--- config.mk ---
export PLATFORM = sky130hd
export DESIGN_NAME = tlv_segmented_object_transfer
export DESIGN_NICKNAME = d
export VERILOG_FILES = /design/src/rtl/tlv_xfer_pkg.sv /design/src/rtl/tlv_segmented_object_transfer.sv
export SDC_FILE = /design/constraint.sdc
export NUM_CORES = 1
export LEC_CHECK = 0
export BUFFER_PORTS_ARGS = -buffer_cell sky130_fd_sc_hd__buf_2
export CAP_MARGIN = 10
export CORE_UTILIZATION = 44
export CTS_CLUSTER_SIZE = 8
export DETAILED_ROUTE_END_ITERATION = 12
export SYNTH_ARGS = -nofsm -noshare
export SYNTH_HDL_FRONTEND = slang
export SYNTH_SLANG_ARGS = --single-unit
--- constraint.sdc ---
create_clock -name core_clk -period 10.9 [get_ports core_clk]
set_input_delay 0.545 -clock core_clk [delete_from_list [all_inputs] [get_ports core_clk]]
set_output_delay 0.545 -clock core_clk [all_outputs]
set_load 0.02 [all_outputs]
--- src/rtl/tlv_xfer_pkg.sv ---
// Constants, status words and carrier types for the segmented object handler
package tlv_xfer_pkg;
	localparam int CHANNELS = 4;
	localparam int CH_W = 2;
	localparam logic [15:0] SW_OK = 16'h9000;
	localparam logic [15:0] SW_MORE_OUT = 16'h62f1;
	localparam logic [15:0] SW_MORE_OUT_PRO = 16'h62f2;
	localparam logic [15:0] SW_MORE_IN = 16'h63f1;
	localparam logic [15:0] SW_MORE_IN_PRO = 16'h63f2;
	localparam logic [15:0] SW_BAD_P1P2 = 16'h6a86;
	localparam logic [15:0] SW_BAD_DATA = 16'h6a80;
	localparam logic [15:0] SW_NOT_FOUND = 16'h6a88;
	localparam logic [15:0] SW_WRONG_LEN = 16'h6700;
	localparam logic [15:0] SW_INS_UNSUP = 16'h6d00;
	localparam logic [7:0] TAG_LIST = 8'h5c;
	localparam logic [7:0] TAG_PRIM_LO = 8'h80;
	localparam logic [7:0] TAG_PRIM_HI = 8'h9e;
	localparam logic [7:0] TAG_CONS_LO = 8'ha0;
	localparam logic [7:0] TAG_CONS_HI = 8'hbe;
	localparam logic [7:0] TAG_PRIM_EXT = 8'h9f;
	localparam logic [7:0] TAG_CONS_EXT = 8'hbf;
	localparam logic [7:0] TAG2_LO = 8'h1f;
	localparam logic [7:0] TAG2_HI = 8'h7f;
	localparam logic [7:0] TAG3_MID_LO = 8'h81;
	localparam logic [7:0] TAG3_LAST_HI = 8'h7f;
	localparam logic [7:0] LEN_SHORT_HI = 8'h7f;
	localparam logic [7:0] LEN_ONE = 8'h81;
	localparam logic [7:0] LEN_TWO = 8'h82;
	localparam logic [7:0] LEN_THREE = 8'h83;
	localparam logic [7:0] LEN_ONE_MIN = 8'h80;

	typedef enum logic [1:0] {op_retrieve, op_set, op_other} op_t;
	typedef enum logic [1:0] {blk_first, blk_next, blk_retx, blk_rfu} blk_t;

	typedef struct packed {
		logic valid;
		logic [CH_W-1:0] chan;
		op_t op;
		blk_t blk;
		logic supported;
		logic touches_ef_or_tag;
		logic proactive_pending;
		logic [1:0] tag_len;
		logic [23:0] tag;
		logic [2:0] len_cnt;
		logic [31:0] len_field;
		logic obj_found;
		logic [23:0] obj_len;
		logic [15:0] blk_bytes;
	} cmd_t;

	typedef struct packed {
		logic valid;
		logic [CH_W-1:0] chan;
		logic [15:0] sw;
		logic commit;
		logic complete;
		logic abort;
		logic [23:0] offset;
		logic [15:0] bytes;
	} rsp_t;

	typedef struct packed {
		logic open;
		logic done;
		logic is_set;
		logic prev_err;
		logic [23:0] tag;
		logic [23:0] total;
		logic [23:0] offset;
		logic [15:0] last_bytes;
	} ctx_t;
endpackage

--- src/rtl/tlv_segmented_object_transfer.sv ---
// Per-channel segmented data object transfer handler
`timescale 1ns/1ps
// Rules of the document, for this block and for the terminal
// (RQ1) Object is tag, length, then value
// (RQ2) Primitive tags only from three context ranges
// (RQ3) Constructed tags only from three context ranges
// (RQ4) Terminal keeps tags unique per file
// (RQ5) Tag list tag never allocated itself
// (RQ6) Length uses short, 81, 82, 83 forms
// (RQ7) Only minimal length encodings accepted
// (RQ8) Separate transfer context per logical channel
// (RQ9) Terminal uses current file after first
// (RQ10) Segments are placed in order
// (RQ11) Transfer starts first block, continues next
// (RQ12) More-data status on all but last
// (RQ13) File or pointer change aborts transfer
// (RQ14) Successful first block reloads pointer always
// (RQ15) Terminal handles pending proactive command
// (RQ16) Error status leaves context untouched
// (RQ17) Retransmit only after successful previous block
// (RQ18) Terminal repeats parameters on retransmit
// (RQ19) Unsupported command gets unsupported status
// (RQ20) Terminal avoids tag list mid-transfer
// (RQ21) Outgoing more status 62F1 or 62F2
// (RQ22) Incoming 63F1/63F2, then 9000 complete
// (RQ23) Next block after completion gets 6A86
// (RQ24) Bad length forms rejected, context kept
// (RQ25) Byte count tracked against object length
module tlv_segmented_object_transfer (
	input wire logic core_clk,
	input wire logic sys_rst,
	input tlv_xfer_pkg::cmd_t cmd,
	output tlv_xfer_pkg::rsp_t rsp
);
	tlv_xfer_pkg::ctx_t ctx_r [tlv_xfer_pkg::CHANNELS];
	tlv_xfer_pkg::ctx_t ctx_nxt [tlv_xfer_pkg::CHANNELS];
	tlv_xfer_pkg::rsp_t rsp_r;
	tlv_xfer_pkg::rsp_t rsp_nxt;
	tlv_xfer_pkg::ctx_t cur;
	tlv_xfer_pkg::ctx_t upd;
	logic [24:0] len_dec;
	logic tag_ok;
	logic is_list;
	logic [23:0] blk24;
	logic [23:0] total;
	logic [23:0] rem;
	logic [23:0] start;
	logic [23:0] seg;
	logic [23:0] end_pos;
	logic fail;
	logic [15:0] fail_sw;

	function automatic logic tag_in_range(input logic [1:0] n, input logic [23:0] t);
		logic ok;
		ok = 1'b0;
		case (n)
			2'd1: begin
				ok = (t[23:16] >= tlv_xfer_pkg::TAG_PRIM_LO && t[23:16] <= tlv_xfer_pkg::TAG_PRIM_HI) ||
					(t[23:16] >= tlv_xfer_pkg::TAG_CONS_LO && t[23:16] <= tlv_xfer_pkg::TAG_CONS_HI); // RQ2 RQ3
			end
			2'd2: begin
				ok = (t[23:16] == tlv_xfer_pkg::TAG_PRIM_EXT || t[23:16] == tlv_xfer_pkg::TAG_CONS_EXT) &&
					t[15:8] >= tlv_xfer_pkg::TAG2_LO && t[15:8] <= tlv_xfer_pkg::TAG2_HI; // RQ2 RQ3
			end
			2'd3: begin
				ok = (t[23:16] == tlv_xfer_pkg::TAG_PRIM_EXT || t[23:16] == tlv_xfer_pkg::TAG_CONS_EXT) &&
					t[15:8] >= tlv_xfer_pkg::TAG3_MID_LO && t[7:0] <= tlv_xfer_pkg::TAG3_LAST_HI; // RQ2 RQ3
			end
			default: begin
				ok = 1'b0;
			end
		endcase
		return ok;
	endfunction

	// Bit 24 flags a valid minimal encoding; low bits carry the value
	function automatic logic [24:0] len_decode(input logic [2:0] n, input logic [31:0] f);
		logic [24:0] r;
		r = '0;
		case (n)
			3'd1: begin
				r = {f[31:24] <= tlv_xfer_pkg::LEN_SHORT_HI, 16'h0000, f[31:24]}; // RQ6 RQ7
			end
			3'd2: begin
				r = {f[31:24] == tlv_xfer_pkg::LEN_ONE && f[23:16] >= tlv_xfer_pkg::LEN_ONE_MIN,
					16'h0000, f[23:16]}; // RQ6 RQ7 RQ24
			end
			3'd3: begin
				r = {f[31:24] == tlv_xfer_pkg::LEN_TWO && f[23:16] != 8'h00,
					8'h00, f[23:8]}; // RQ6 RQ7 RQ24
			end
			3'd4: begin
				r = {f[31:24] == tlv_xfer_pkg::LEN_THREE && f[23:16] != 8'h00, f[23:0]}; // RQ6 RQ24
			end
			default: begin
				r = '0; // RQ24
			end
		endcase
		return r;
	endfunction

	function automatic logic [15:0] more_sw(input logic set_dir, input logic pro);
		logic [15:0] s;
		if (set_dir) begin
			s = pro ? tlv_xfer_pkg::SW_MORE_IN_PRO : tlv_xfer_pkg::SW_MORE_IN; // RQ22
		end else begin
			s = pro ? tlv_xfer_pkg::SW_MORE_OUT_PRO : tlv_xfer_pkg::SW_MORE_OUT; // RQ21
		end
		return s;
	endfunction

	always_comb begin
		for (int i = 0; i < tlv_xfer_pkg::CHANNELS; i++) begin
			ctx_nxt[i] = ctx_r[i];
		end
		rsp_nxt = '0;
		cur = ctx_r[cmd.chan]; // RQ8
		upd = cur;
		tag_ok = tag_in_range(cmd.tag_len, cmd.tag);
		is_list = cmd.tag_len == 2'd1 && cmd.tag[23:16] == tlv_xfer_pkg::TAG_LIST;
		len_dec = len_decode(cmd.len_cnt, cmd.len_field);
		blk24 = {8'h00, cmd.blk_bytes};
		total = (cmd.op == tlv_xfer_pkg::op_set) ? len_dec[23:0] : cmd.obj_len; // RQ1
		rem = cur.total - cur.offset;
		start = cur.offset - {8'h00, cur.last_bytes};
		seg = '0;
		end_pos = '0;
		fail = 1'b0;
		fail_sw = tlv_xfer_pkg::SW_OK;
		if (cmd.valid) begin
			rsp_nxt.chan = cmd.chan;
			if (cmd.op == tlv_xfer_pkg::op_other) begin
				if (cmd.touches_ef_or_tag) begin
					upd.open = 1'b0; // RQ13
					upd.done = 1'b0; // RQ13
					rsp_nxt.abort = cur.open; // RQ13
				end
			end else begin
				rsp_nxt.valid = 1'b1;
				if (!cmd.supported) begin
					fail = 1'b1;
					fail_sw = tlv_xfer_pkg::SW_INS_UNSUP; // RQ19
				end else begin
					case (cmd.blk)
						tlv_xfer_pkg::blk_first: begin
							if (!(tag_ok || (is_list && cmd.op == tlv_xfer_pkg::op_retrieve))) begin
								fail = 1'b1; // RQ5
								fail_sw = tlv_xfer_pkg::SW_BAD_DATA;
							end else if (cmd.op == tlv_xfer_pkg::op_set && !len_dec[24]) begin
								fail = 1'b1; // RQ24
								fail_sw = tlv_xfer_pkg::SW_BAD_DATA;
							end else if (cmd.op == tlv_xfer_pkg::op_retrieve && !cmd.obj_found) begin
								fail = 1'b1;
								fail_sw = tlv_xfer_pkg::SW_NOT_FOUND;
							end else if (cmd.op == tlv_xfer_pkg::op_set && blk24 > total) begin
								fail = 1'b1;
								fail_sw = tlv_xfer_pkg::SW_WRONG_LEN;
							end else begin
								seg = (blk24 < total) ? blk24 : total;
								start = '0;
								upd.open = 1'b1; // RQ14
								upd.is_set = cmd.op == tlv_xfer_pkg::op_set;
								upd.tag = cmd.tag; // RQ14
								upd.total = total; // RQ25
								end_pos = seg;
							end
						end
						tlv_xfer_pkg::blk_next: begin
							if (cur.done || !cur.open || cur.is_set != (cmd.op == tlv_xfer_pkg::op_set)) begin
								fail = 1'b1; // RQ11 RQ23
								fail_sw = tlv_xfer_pkg::SW_BAD_P1P2;
							end else if (cur.is_set && blk24 > rem) begin
								fail = 1'b1;
								fail_sw = tlv_xfer_pkg::SW_WRONG_LEN;
							end else begin
								seg = (blk24 < rem) ? blk24 : rem;
								start = cur.offset; // RQ10
								end_pos = cur.offset + seg; // RQ25
							end
						end
						tlv_xfer_pkg::blk_retx: begin
							// A repeat rewinds to where the previous block started
							if (!(cur.open || cur.done) || cur.prev_err ||
								cur.is_set != (cmd.op == tlv_xfer_pkg::op_set)) begin
								fail = 1'b1; // RQ17
								fail_sw = tlv_xfer_pkg::SW_BAD_P1P2;
							end else if (cur.is_set && start + blk24 > cur.total) begin
								fail = 1'b1;
								fail_sw = tlv_xfer_pkg::SW_WRONG_LEN;
							end else begin
								seg = cur.is_set ? blk24 : {8'h00, cur.last_bytes};
								end_pos = start + seg; // RQ17
							end
						end
						default: begin
							fail = 1'b1;
							fail_sw = tlv_xfer_pkg::SW_BAD_P1P2;
						end
					endcase
				end
				if (fail) begin
					upd = cur; // RQ16
					upd.prev_err = 1'b1; // RQ17
					rsp_nxt.sw = fail_sw;
				end else begin
					upd.offset = end_pos; // RQ25
					upd.last_bytes = seg[15:0];
					upd.prev_err = 1'b0;
					upd.done = end_pos == upd.total; // RQ25
					upd.open = end_pos != upd.total;
					rsp_nxt.commit = 1'b1;
					rsp_nxt.offset = start;
					rsp_nxt.bytes = seg[15:0];
					rsp_nxt.complete = end_pos == upd.total;
					rsp_nxt.sw = (end_pos == upd.total) ? tlv_xfer_pkg::SW_OK :
						more_sw(upd.is_set, cmd.proactive_pending); // RQ12 RQ21 RQ22
				end
			end
			ctx_nxt[cmd.chan] = upd; // RQ8
		end
	end

	for (genvar g = 0; g < tlv_xfer_pkg::CHANNELS; g++) begin : g_ctx
		always_ff @(posedge core_clk) begin
			if (sys_rst) begin
				ctx_r[g] <= '0;
			end else begin
				ctx_r[g] <= ctx_nxt[g]; // RQ8
			end
		end
	end

	always_ff @(posedge core_clk) begin
		if (sys_rst) begin
			rsp_r <= '0;
		end else begin
			rsp_r <= rsp_nxt;
		end
	end

	assign rsp = rsp_r;
endmodule

==> results of run 1 <==
==> cell type report <==
type,count,area [um^2]
fill,5098,24800
multi-input combinational,2352,15400
sequential,330,6610
timing repair buffer,344,2280
clock buffer,49,1190
tap,680,851
inverter,129,484
clock inverter,4,95.1
antenna,2,5.00
==> routing by layer <==
layer / vias up / part of all wire [%]
li1: 11100 / -
met5: - / 0.014
met3: 183 / 8.3
met1: 11500 / 44
met4: 2 / 3.2
met2: 1056 / 44
==> through the flow <==
stage | setup slack [ns] | instance area [um^2] | hold slack (ns)
global placement | 0.500 | 25600 | 0.439
global route | 0.0557 | 26900 | 0.118
finish | 0.811 | 26900 | 0.113
CTS | 0.788 | 26900 | 0.0957
detailed placement | 0.369 | 25600 | 0.445
floorplan | 0.160 | 23200 | 0.433
==> power groups by stage <==
stage | registers, mW | logic, mW | clock network [mW]
2_1_floorplan | 1.26 | 0.588 | 0
3_3_place_gp | 1.26 | 0.939 | 0
3_5_place_dp | 1.26 | 0.948 | 0
4_1_cts | 1.24 | 0.953 | 1.35
5_1_grt | 1.24 | 1.04 | 1.40
6_report | 1.24 | 0.977 | 1.32
==> path summary, 6_finish.rpt <==
kind	slack (ns)	end	from	depth (start not counted)
setup / recovery	0.81	ctx_r[2][91]	ctx_r[3][40]	46
setup reg to reg	0.81	ctx_r[2][91]	ctx_r[3][40]	46
hold / removal	0.11	rsp[43]	cmd[102]	2
hold reg to reg	0.45	ctx_r[1][12]	ctx_r[1][12]	2
==> cell usage after synthesis, types with 7 or more instances <==
cell type / number / share of area, %
sky130_fd_sc_hd__nor2b_1: 30 / 0.81
sky130_fd_sc_hd__nand4_1: 22 / 0.59
sky130_fd_sc_hd__nand3_1: 52 / 1.1
sky130_fd_sc_hd__o22ai_1: 10 / 0.27
sky130_fd_sc_hd__xor2_1: 40 / 1.5
sky130_fd_sc_hd__o21ai_1: 11 / 0.24
sky130_fd_sc_hd__xnor2_1: 62 / 2.3
sky130_fd_sc_hd__and3_1: 19 / 0.51
sky130_fd_sc_hd__a2111oi_0: 9 / 0.34
sky130_fd_sc_hd__mux4_2: 69 / 6.7
sky130_fd_sc_hd__mux2i_1: 23 / 0.99
sky130_fd_sc_hd__nor3_1: 39 / 0.84
sky130_fd_sc_hd__a21boi_0: 8 / 0.26
sky130_fd_sc_hd__clkbuf_1: 127 / 2.1
sky130_fd_sc_hd__buf_1: 23 / 0.37
sky130_fd_sc_hd__a21oi_1: 333 / 7.2
sky130_fd_sc_hd__buf_2: 26 / 0.56
sky130_fd_sc_hd__o21a_1: 25 / 0.81
sky130_fd_sc_hd__a22oi_1: 41 / 1.3
sky130_fd_sc_hd__a21o_1: 40 / 1.3
sky130_fd_sc_hd__o21bai_1: 10 / 0.32
sky130_fd_sc_hd__nor4_1: 14 / 0.38
sky130_fd_sc_hd__a222oi_1: 12 / 0.52
sky130_fd_sc_hd__a22o_1: 7 / 0.26
sky130_fd_sc_hd__ha_1: 150 / 8.1
sky130_fd_sc_hd__and2_1: 13 / 0.35
sky130_fd_sc_hd__mux2_2: 20 / 0.97
sky130_fd_sc_hd__nor3b_1: 12 / 0.39
sky130_fd_sc_hd__nand2b_1: 30 / 0.81
sky130_fd_sc_hd__nand2_1: 445 / 7.2
sky130_fd_sc_hd__a31oi_1: 23 / 0.62
sky130_fd_sc_hd__o211ai_1: 13 / 0.42
sky130_fd_sc_hd__dfxtp_1: 330 / 28
sky130_fd_sc_hd__o21ai_0: 162 / 3.5
sky130_fd_sc_hd__inv_1: 129 / 2.1
sky130_fd_sc_hd__a211oi_1: 113 / 3.7
sky130_fd_sc_hd__nor2_1: 345 / 5.6
sky130_fd_sc_hd__a221oi_1: 12 / 0.45
==> registers in the layout (all words and copies together), names as in the netlist <==
| name | count |
|---|---|
| ctx_r | 272 |
| rsp | 58 |
==> kinds of logic (layout without fill, tap and decap cells) <==
family	Yosys count	in the layout	share of synthesized area, %
fa+ha+maj	155	155	8.53
flops	330	330	28.5
compound gates	900	900	24.4
simple gates	1076	1076	20.7
other cells	1	9	0.0162
xor+xnor	102	102	3.85
mux	112	112	8.67
buf+inv	312	526	5.32
==> what timing repair did <==
item                       in CTS  in global routing
gates resized for setup         0                  1
buffers inserted                0                  0
setup endpoints to repair       0                 16
==> worst max-delay path: cells and delay by family (launching register included) <==
kind	cells	cell delay [ns]
xor+xnor	3	0.49
buf+inv	9	1.37
simple gates	11	2.30
flops	1	0.31
fa+ha+maj	4	1.29
compound gates	18	3.69
mux	1	0.49
==> summary by stage, run 1 <==
Status
The run finished with clean final reports.

Global route
In this run the most used layer during global routing was met2. The via count of the first global-routing pass is 22900. The initial antenna violation count is 3.

The total overflow reported by the global router is 0. The total global-route track usage is 36.2%. The met1 capacity usage during global routing is 51.3%. Global routing used 56.1% of the available met2 tracks. The first-pass GRT wire length is 145000 um. Entering global routing, the biggest net connects 108 pins. In the global route stage, met3 resource usage came out at 5.52%.

Placement
After legalization and detailed placement, the total HPWL measured 76200 um. The last weighted congestion value of the routability-driven placer is 1.06. The number of placed instances, taps included, is 3835. Port buffering added 168 buffers.

Layout
Cells fill 52.1% of the core in the end. The top cell types in the final layout, fill and taps aside, are 444 x sky130_fd_sc_hd__nand2_1, 342 x sky130_fd_sc_hd__nor2_1, 333 x sky130_fd_sc_hd__a21oi_1, 330 x sky130_fd_sc_hd__dfxtp_1, 170 x sky130_fd_sc_hd__buf_4. The most frequent standard cell in the layout excluding fill and tap cells is sky130_fd_sc_hd__nand2_1. The area growth from synthesis to layout is 16.1%.

The count of nets after finishing is 3473. The post-route netlist has 16.6% of its cells at a drive strength greater than 1. The number of cells in the finished layout apart from fillers is 3890.

Clock network
The longest clock path from root to sink contains 3 buffers. TritonCTS built the clock tree. The tree built by TritonCTS fans out to 330 sinks. Hold repair after CTS inserted 0 buffers. After clock tree synthesis, the clock-pin slew on the worst setup and hold paths is 0.05 ns. Buffers inserted during clock tree synthesis total 47. The clock latency of the later-clocked register in the worst-skew pair is 0.63 ns. The clock tree root buffer cell is sky130_fd_sc_hd__clkbuf_16. The H-tree depth reported by CTS is 2.

STA
The hold violation total from the final report is 0. The post-route clock period utilization is 92.6%. Setup repair after global routing left no endpoint under its margin. The maximum clock skew at final layout is 0.0640 ns. The count of endpoints failing setup in the final report is 0. The final period demand of the worst path is 10.09 ns. Timing would allow up to 99.1 MHz. The pin slew with the least headroom to its limit is 1.07 ns.

In the final timing run, aggregate negative setup slack is 0 ns. The final max-slew violation count is 0. Headroom to the max-slew limit came out at 27.9%.

Worst setup path
The cell with the largest stage delay on the worst path is sky130_fd_sc_hd__mux4_2. The required time of the critical path is 11.40 ns. The biggest cell delay along the critical path is 0.49 ns. Counting stages on the worst path, the most repeated cell is sky130_fd_sc_hd__buf_4. The sort of element at the start of the critical path is a flop. Along the worst path, the maximum fanout reaches 9. The critical path in this run is classified as reg2reg.

The category of the worst setup path capture point is a flop. Data on the critical path arrives at its endpoint at 10.59 ns.

Drt
The first routing iteration left 2484 violations. The total via count after detailed routing is 23900. Once detail routing completed, the nets flagged for antenna violations numbered 0. The final routed wire length divided by cell count is 25.2 um.

After detailed routing, the number of remaining DRC violations is 0. The number of iterations in the first detailed-routing pass is 8. The total routed wirelength is 97900 um. The detail-routed via count per cell is 6.15.

Power and ir drop
The share of power burned in the clock network is 37.4%. The analysis attributes to cell leakage a power of 10.6 nW. The combinational share of power is 27.6%. The analysis attributes to net switching a power of 1.17 mW. The internal portion of the total power is 2.37 mW.

Of the total power, the share spent switching nets is 33.2%. The share of total power dissipated in sequential elements is 35.0%. Total power for the finished layout comes to 3.54 mW. VDD sags by at most 0.000116 V. The power density of the placed cells is 132 mW/mm^2.

Logic synthesis
The total number of yosys warnings is 0. The mean area per synthesized cell is 7.76 um^2. The most common flop cell mapped by yosys is sky130_fd_sc_hd__dfxtp_1.

The share of synthesized flip-flops with an asynchronous set or reset is 0%. The number of distinct library cells after synthesis is 102. In this run the cell area of the synthesized design comes to 0.0232 mm^2. The share of the Yosys chip area taken by registers is 28.5%. After synthesis the netlist holds a flip-flop and latch count of 330.

The post-synthesis cell count is 2988. The number of flops mapped to enable cells by yosys is 0.

Floorplanning
The die covers 0.0536 mm^2. For this configuration, the core starts out at a cell density of 44.8%. For this design the top-level I/O count stands at 176. From left edge to right edge, the die measures 232 um. The core box area is 0.0517 mm^2. The floorplan has 83 rows. The die is 232 um tall.

Job
The number of max-capacitance violations reported is 0.

Hold path
The path class of the tightest hold or removal check is in2reg.
Note: power is estimated with default switching activity, not from simulation.
==> inputs of run 2 (changes only) <==
- CELL_PAD_IN_SITES_DETAIL_PLACEMENT: not set -> 0
- CELL_PAD_IN_SITES_GLOBAL_PLACEMENT: not set -> 1
- CORE_UTILIZATION: 44 -> 42
- PLACE_DENSITY_LB_ADDON: not set -> 0.1
==> run 2 against run 1 <==
  * Largest power group unchanged
  * Worst setup slack lost 0.24 ns
  * Final area grew 1.2%
  * Non-clock buffer count grew 40
  * Via count grew 1.2%
==> summary by stage, run 2 (same netlist as run 1, synthesis figures left out) <==
Layout
Relative to the synthesized area, the layout overhead comes to 17.5%. The library cell used most frequently in the layout, excluding fill and tap cells, is sky130_fd_sc_hd__nand2_1. Leaving out fill and tap cells, the most frequent cells in the layout are 444 x sky130_fd_sc_hd__nand2_1, 342 x sky130_fd_sc_hd__nor2_1, 333 x sky130_fd_sc_hd__a21oi_1, 330 x sky130_fd_sc_hd__dfxtp_1, 207 x sky130_fd_sc_hd__buf_4. The number of antenna repair diodes was 0 (-2). The final instance area came to 0.0272 mm^2 (+1.2%). The fraction of final layout cells with drive strength greater than 1 is 17.6% (+1.0 points).

The flip-flop count of the largest register after layout came to 272 (unchanged). The area of combinational cells with multiple inputs is 0.0154 mm^2 (about the same). The largest register by flop count is ctx_r. The number of fill cells is 5406 (+6.0%). The area taken by flip-flops and latches is 0.00661 mm^2 (unchanged). The count of nets after finishing is 3513 (+1.2%).

Status
The run finished with clean final reports.

Placement
The post-placement worst setup slack is 0.218 ns (-0.151 ns). The last weighted congestion value of the routability-driven placer is 1.02 (-4.0%). The placed cell area is 0.0260 mm^2 (+1.4%). The number of I/O port buffers was 168 (unchanged). The estimated wirelength of the detail-placed design was 78100 um (+2.6%).

Power and ir drop
The net switching power is 1.14 mW (-2.8%). The combinational share of power is 28.1% (+0.5 points). The sequential cell fraction of total power was 35.1% (about the same). The share of power burned in the clock network is 36.7% (-0.7 points). The internal power contribution is 2.39 mW (+0.83%). The power consumption is 3.53 mW (-0.39%). The switching portion of total power is 32.3% (-0.82 points). The static leakage is 10.7 nW (+1.6%). The maximum vdd drop is 0.000117 V (+0.80%).

The power density of the placed cells is 129 mW/mm^2 (-1.5%).

Worst setup path
The top cell family by delay on the critical path is compound AO/OA/AOI/OAI gates. The cell repeated most along the worst path is sky130_fd_sc_hd__buf_4. The largest fanout on the critical path came to 13 (+4).

The required time of the critical path is 11.36 ns (-0.04 ns). The slowest stage of the critical path is the sky130_fd_sc_hd__mux4_2 cell. The category of the worst setup path capture point is a flop. The data arrival at the endpoint of the critical path came to 10.79 ns (+0.20 ns). The critical path in this run is classified as in2reg.

The sort of element at the start of the critical path is an input port. The sum of buffers and inverters on the critical path came to 9 (unchanged). The biggest cell delay along the critical path is 0.63 ns (+0.14 ns).

STA
The pin slew with the least headroom to its limit is 1.21 ns (+0.137 ns). The final period demand of the worst path came to 10.33 ns (+0.238 ns). Setup repair after global routing left no endpoint under its margin. The count of endpoints failing setup in the final report is 0 (unchanged). The maximum clock skew at final layout is 0.0401 ns (-0.0240 ns). The setup TNS is 0 ns (unchanged). The hold violation total from the final report is 0 (unchanged). The post-route clock period utilization is 94.7% (+2.2 points). The final worst setup slack is 0.573 ns (-0.238 ns). The remaining max-slew budget at the tightest pin is 18.5% (-9.4 points). The final max-slew violation count is 0 (unchanged). The maximum clock rate was 96.8 MHz (-2.3%).

Clock network
The number of buffers on the longest clock path was 3 (unchanged). The number of buffers created by CTS is 47 (unchanged). The total clock sinks came to 330 (unchanged). The number of buffers inserted by hold repair at cts was 0 (unchanged). The H-tree depth reported by CTS is 2 (unchanged). Clock tree synthesis selected as its root buffer the cell sky130_fd_sc_hd__clkbuf_16. The clock latency of the later-clocked register in the worst-skew pair is 0.59 ns (-0.04 ns). TritonCTS built the clock tree. The clock edge transition at the registers on the reported setup and hold paths is 0.05 ns (about the same).

Drt
The count of antenna-violating nets left after detailed routing is 0 (unchanged). The residual DRC count is 0 (unchanged). The DRC marker count from the first detailed-route iteration is 2671 (+7.5%).

The total via count after detailed routing is 24200 (+1.2%). The final routed wire length divided by cell count came to 25.4 um (+0.81%). The total routed wirelength is 100000 um (+2.2%).

The number of iterations in the first detailed-routing pass is 7 (-1). The detail-routed via count per cell was 6.14 (-0.11%).

Floorplanning
The y dimension of the die is 237 um (+2.3%). The top-level port count came to 176 (unchanged). The cell row count is 85 (+2.4%). The starting utilization of the core area is 42.8% (-2.0 points). The core box area is 0.0541 mm^2 (+4.7%). The area enclosed by the die boundary is 0.0561 mm^2 (+4.7%). The die width is 237 um (+2.3%).

Global route
The pin count of the biggest net entering global routing was 108 (unchanged). The first-pass GRT wire length was 147000 um (+0.89%). The initial antenna violation count is 2 (-1). The total global-route track usage is 35.0% (-1.2 points). The total overflow reported by the global router is 0 (unchanged).

The via count of the first global-routing pass is 22700 (-0.68%).

Job
The number of max-capacitance violations reported is 0 (unchanged).

Hold path
The type of the most critical hold path is in2reg.
run 2: cell type report:
| cell class | count | area share, % |
|---|---|---|
| multi-input cells | 2352 | 56.6 |
| clock buffers | 49 | 4.50 |
| inverters | 129 | 1.78 |
| clock inverters | 2 | 0.106 |
| well taps | 696 | 3.20 |
| flip-flops and latches | 330 | 24.3 |
| repair buffers | 384 | 9.56 |
run 2: per-stage QoR:
stage / util, % / instances / hold slack (ns)
final: 50.3 / 3942 / 0.156
after CTS: 50.3 / 3942 / 0.138
after global routing: 50.3 / 3942 / 0.139
after global placement: 48.0 / 3891 / 0.438
after floorplan: - / 2994 / 0.433
after detailed placement: 48.0 / 3891 / 0.445
run 2: power groups by stage:
stage / Combinational [mW] / Clock, mW / Sequential, mW
after floorplan: 0.588 / 0 / 1.26
after global placement: 0.952 / 0 / 1.26
after detailed placement: 0.961 / 0 / 1.26
after CTS: 0.966 / 1.32 / 1.24
after global routing: 1.06 / 1.37 / 1.24
final: 0.992 / 1.30 / 1.24
run 2: repair_timing:
action / CTS / global route
endpoints found under the setup margin: 0 / 5
resized for setup: 0 / 1
buffers inserted: 0 / 0
run 2: worst register-to-register path: cells and delay by family, from the launching register on:
kind / cells / cell delay [ns]
multiplexers: 4 / 1.23
XOR/XNOR: 2 / 0.43
flip-flops: 1 / 0.31
AO/OA/AOI/OAI: 13 / 3.06
buffers and inverters: 8 / 1.35
AND/OR/NAND/NOR: 12 / 2.67
adder cells (fa/ha/maj): 4 / 1.20
run 2: worst paths after layout:
kind | end | slack, ns | start | depth (start not counted)
setup / recovery | rsp[52] | 0.57 | cmd[109] | 44
hold / removal | rsp[43] | 0.16 | cmd[102] | 2
setup reg to reg | rsp[52] | 0.60 | ctx_r[3][40] | 43
hold reg to reg | ctx_r[2][36] | 0.45 | ctx_r[2][36] | 2
run 2: metal layers:
metal	part of all wire [%]	global-route usage, %	vias up	wire (um)
met1	45	50.6	11700	45000
met3	8.8	5.92	164	8780
li1	-	-	11200	-
met5	0	0	-	0
met4	3.8	13.2	0	3800
met2	42	51.7	1103	42400
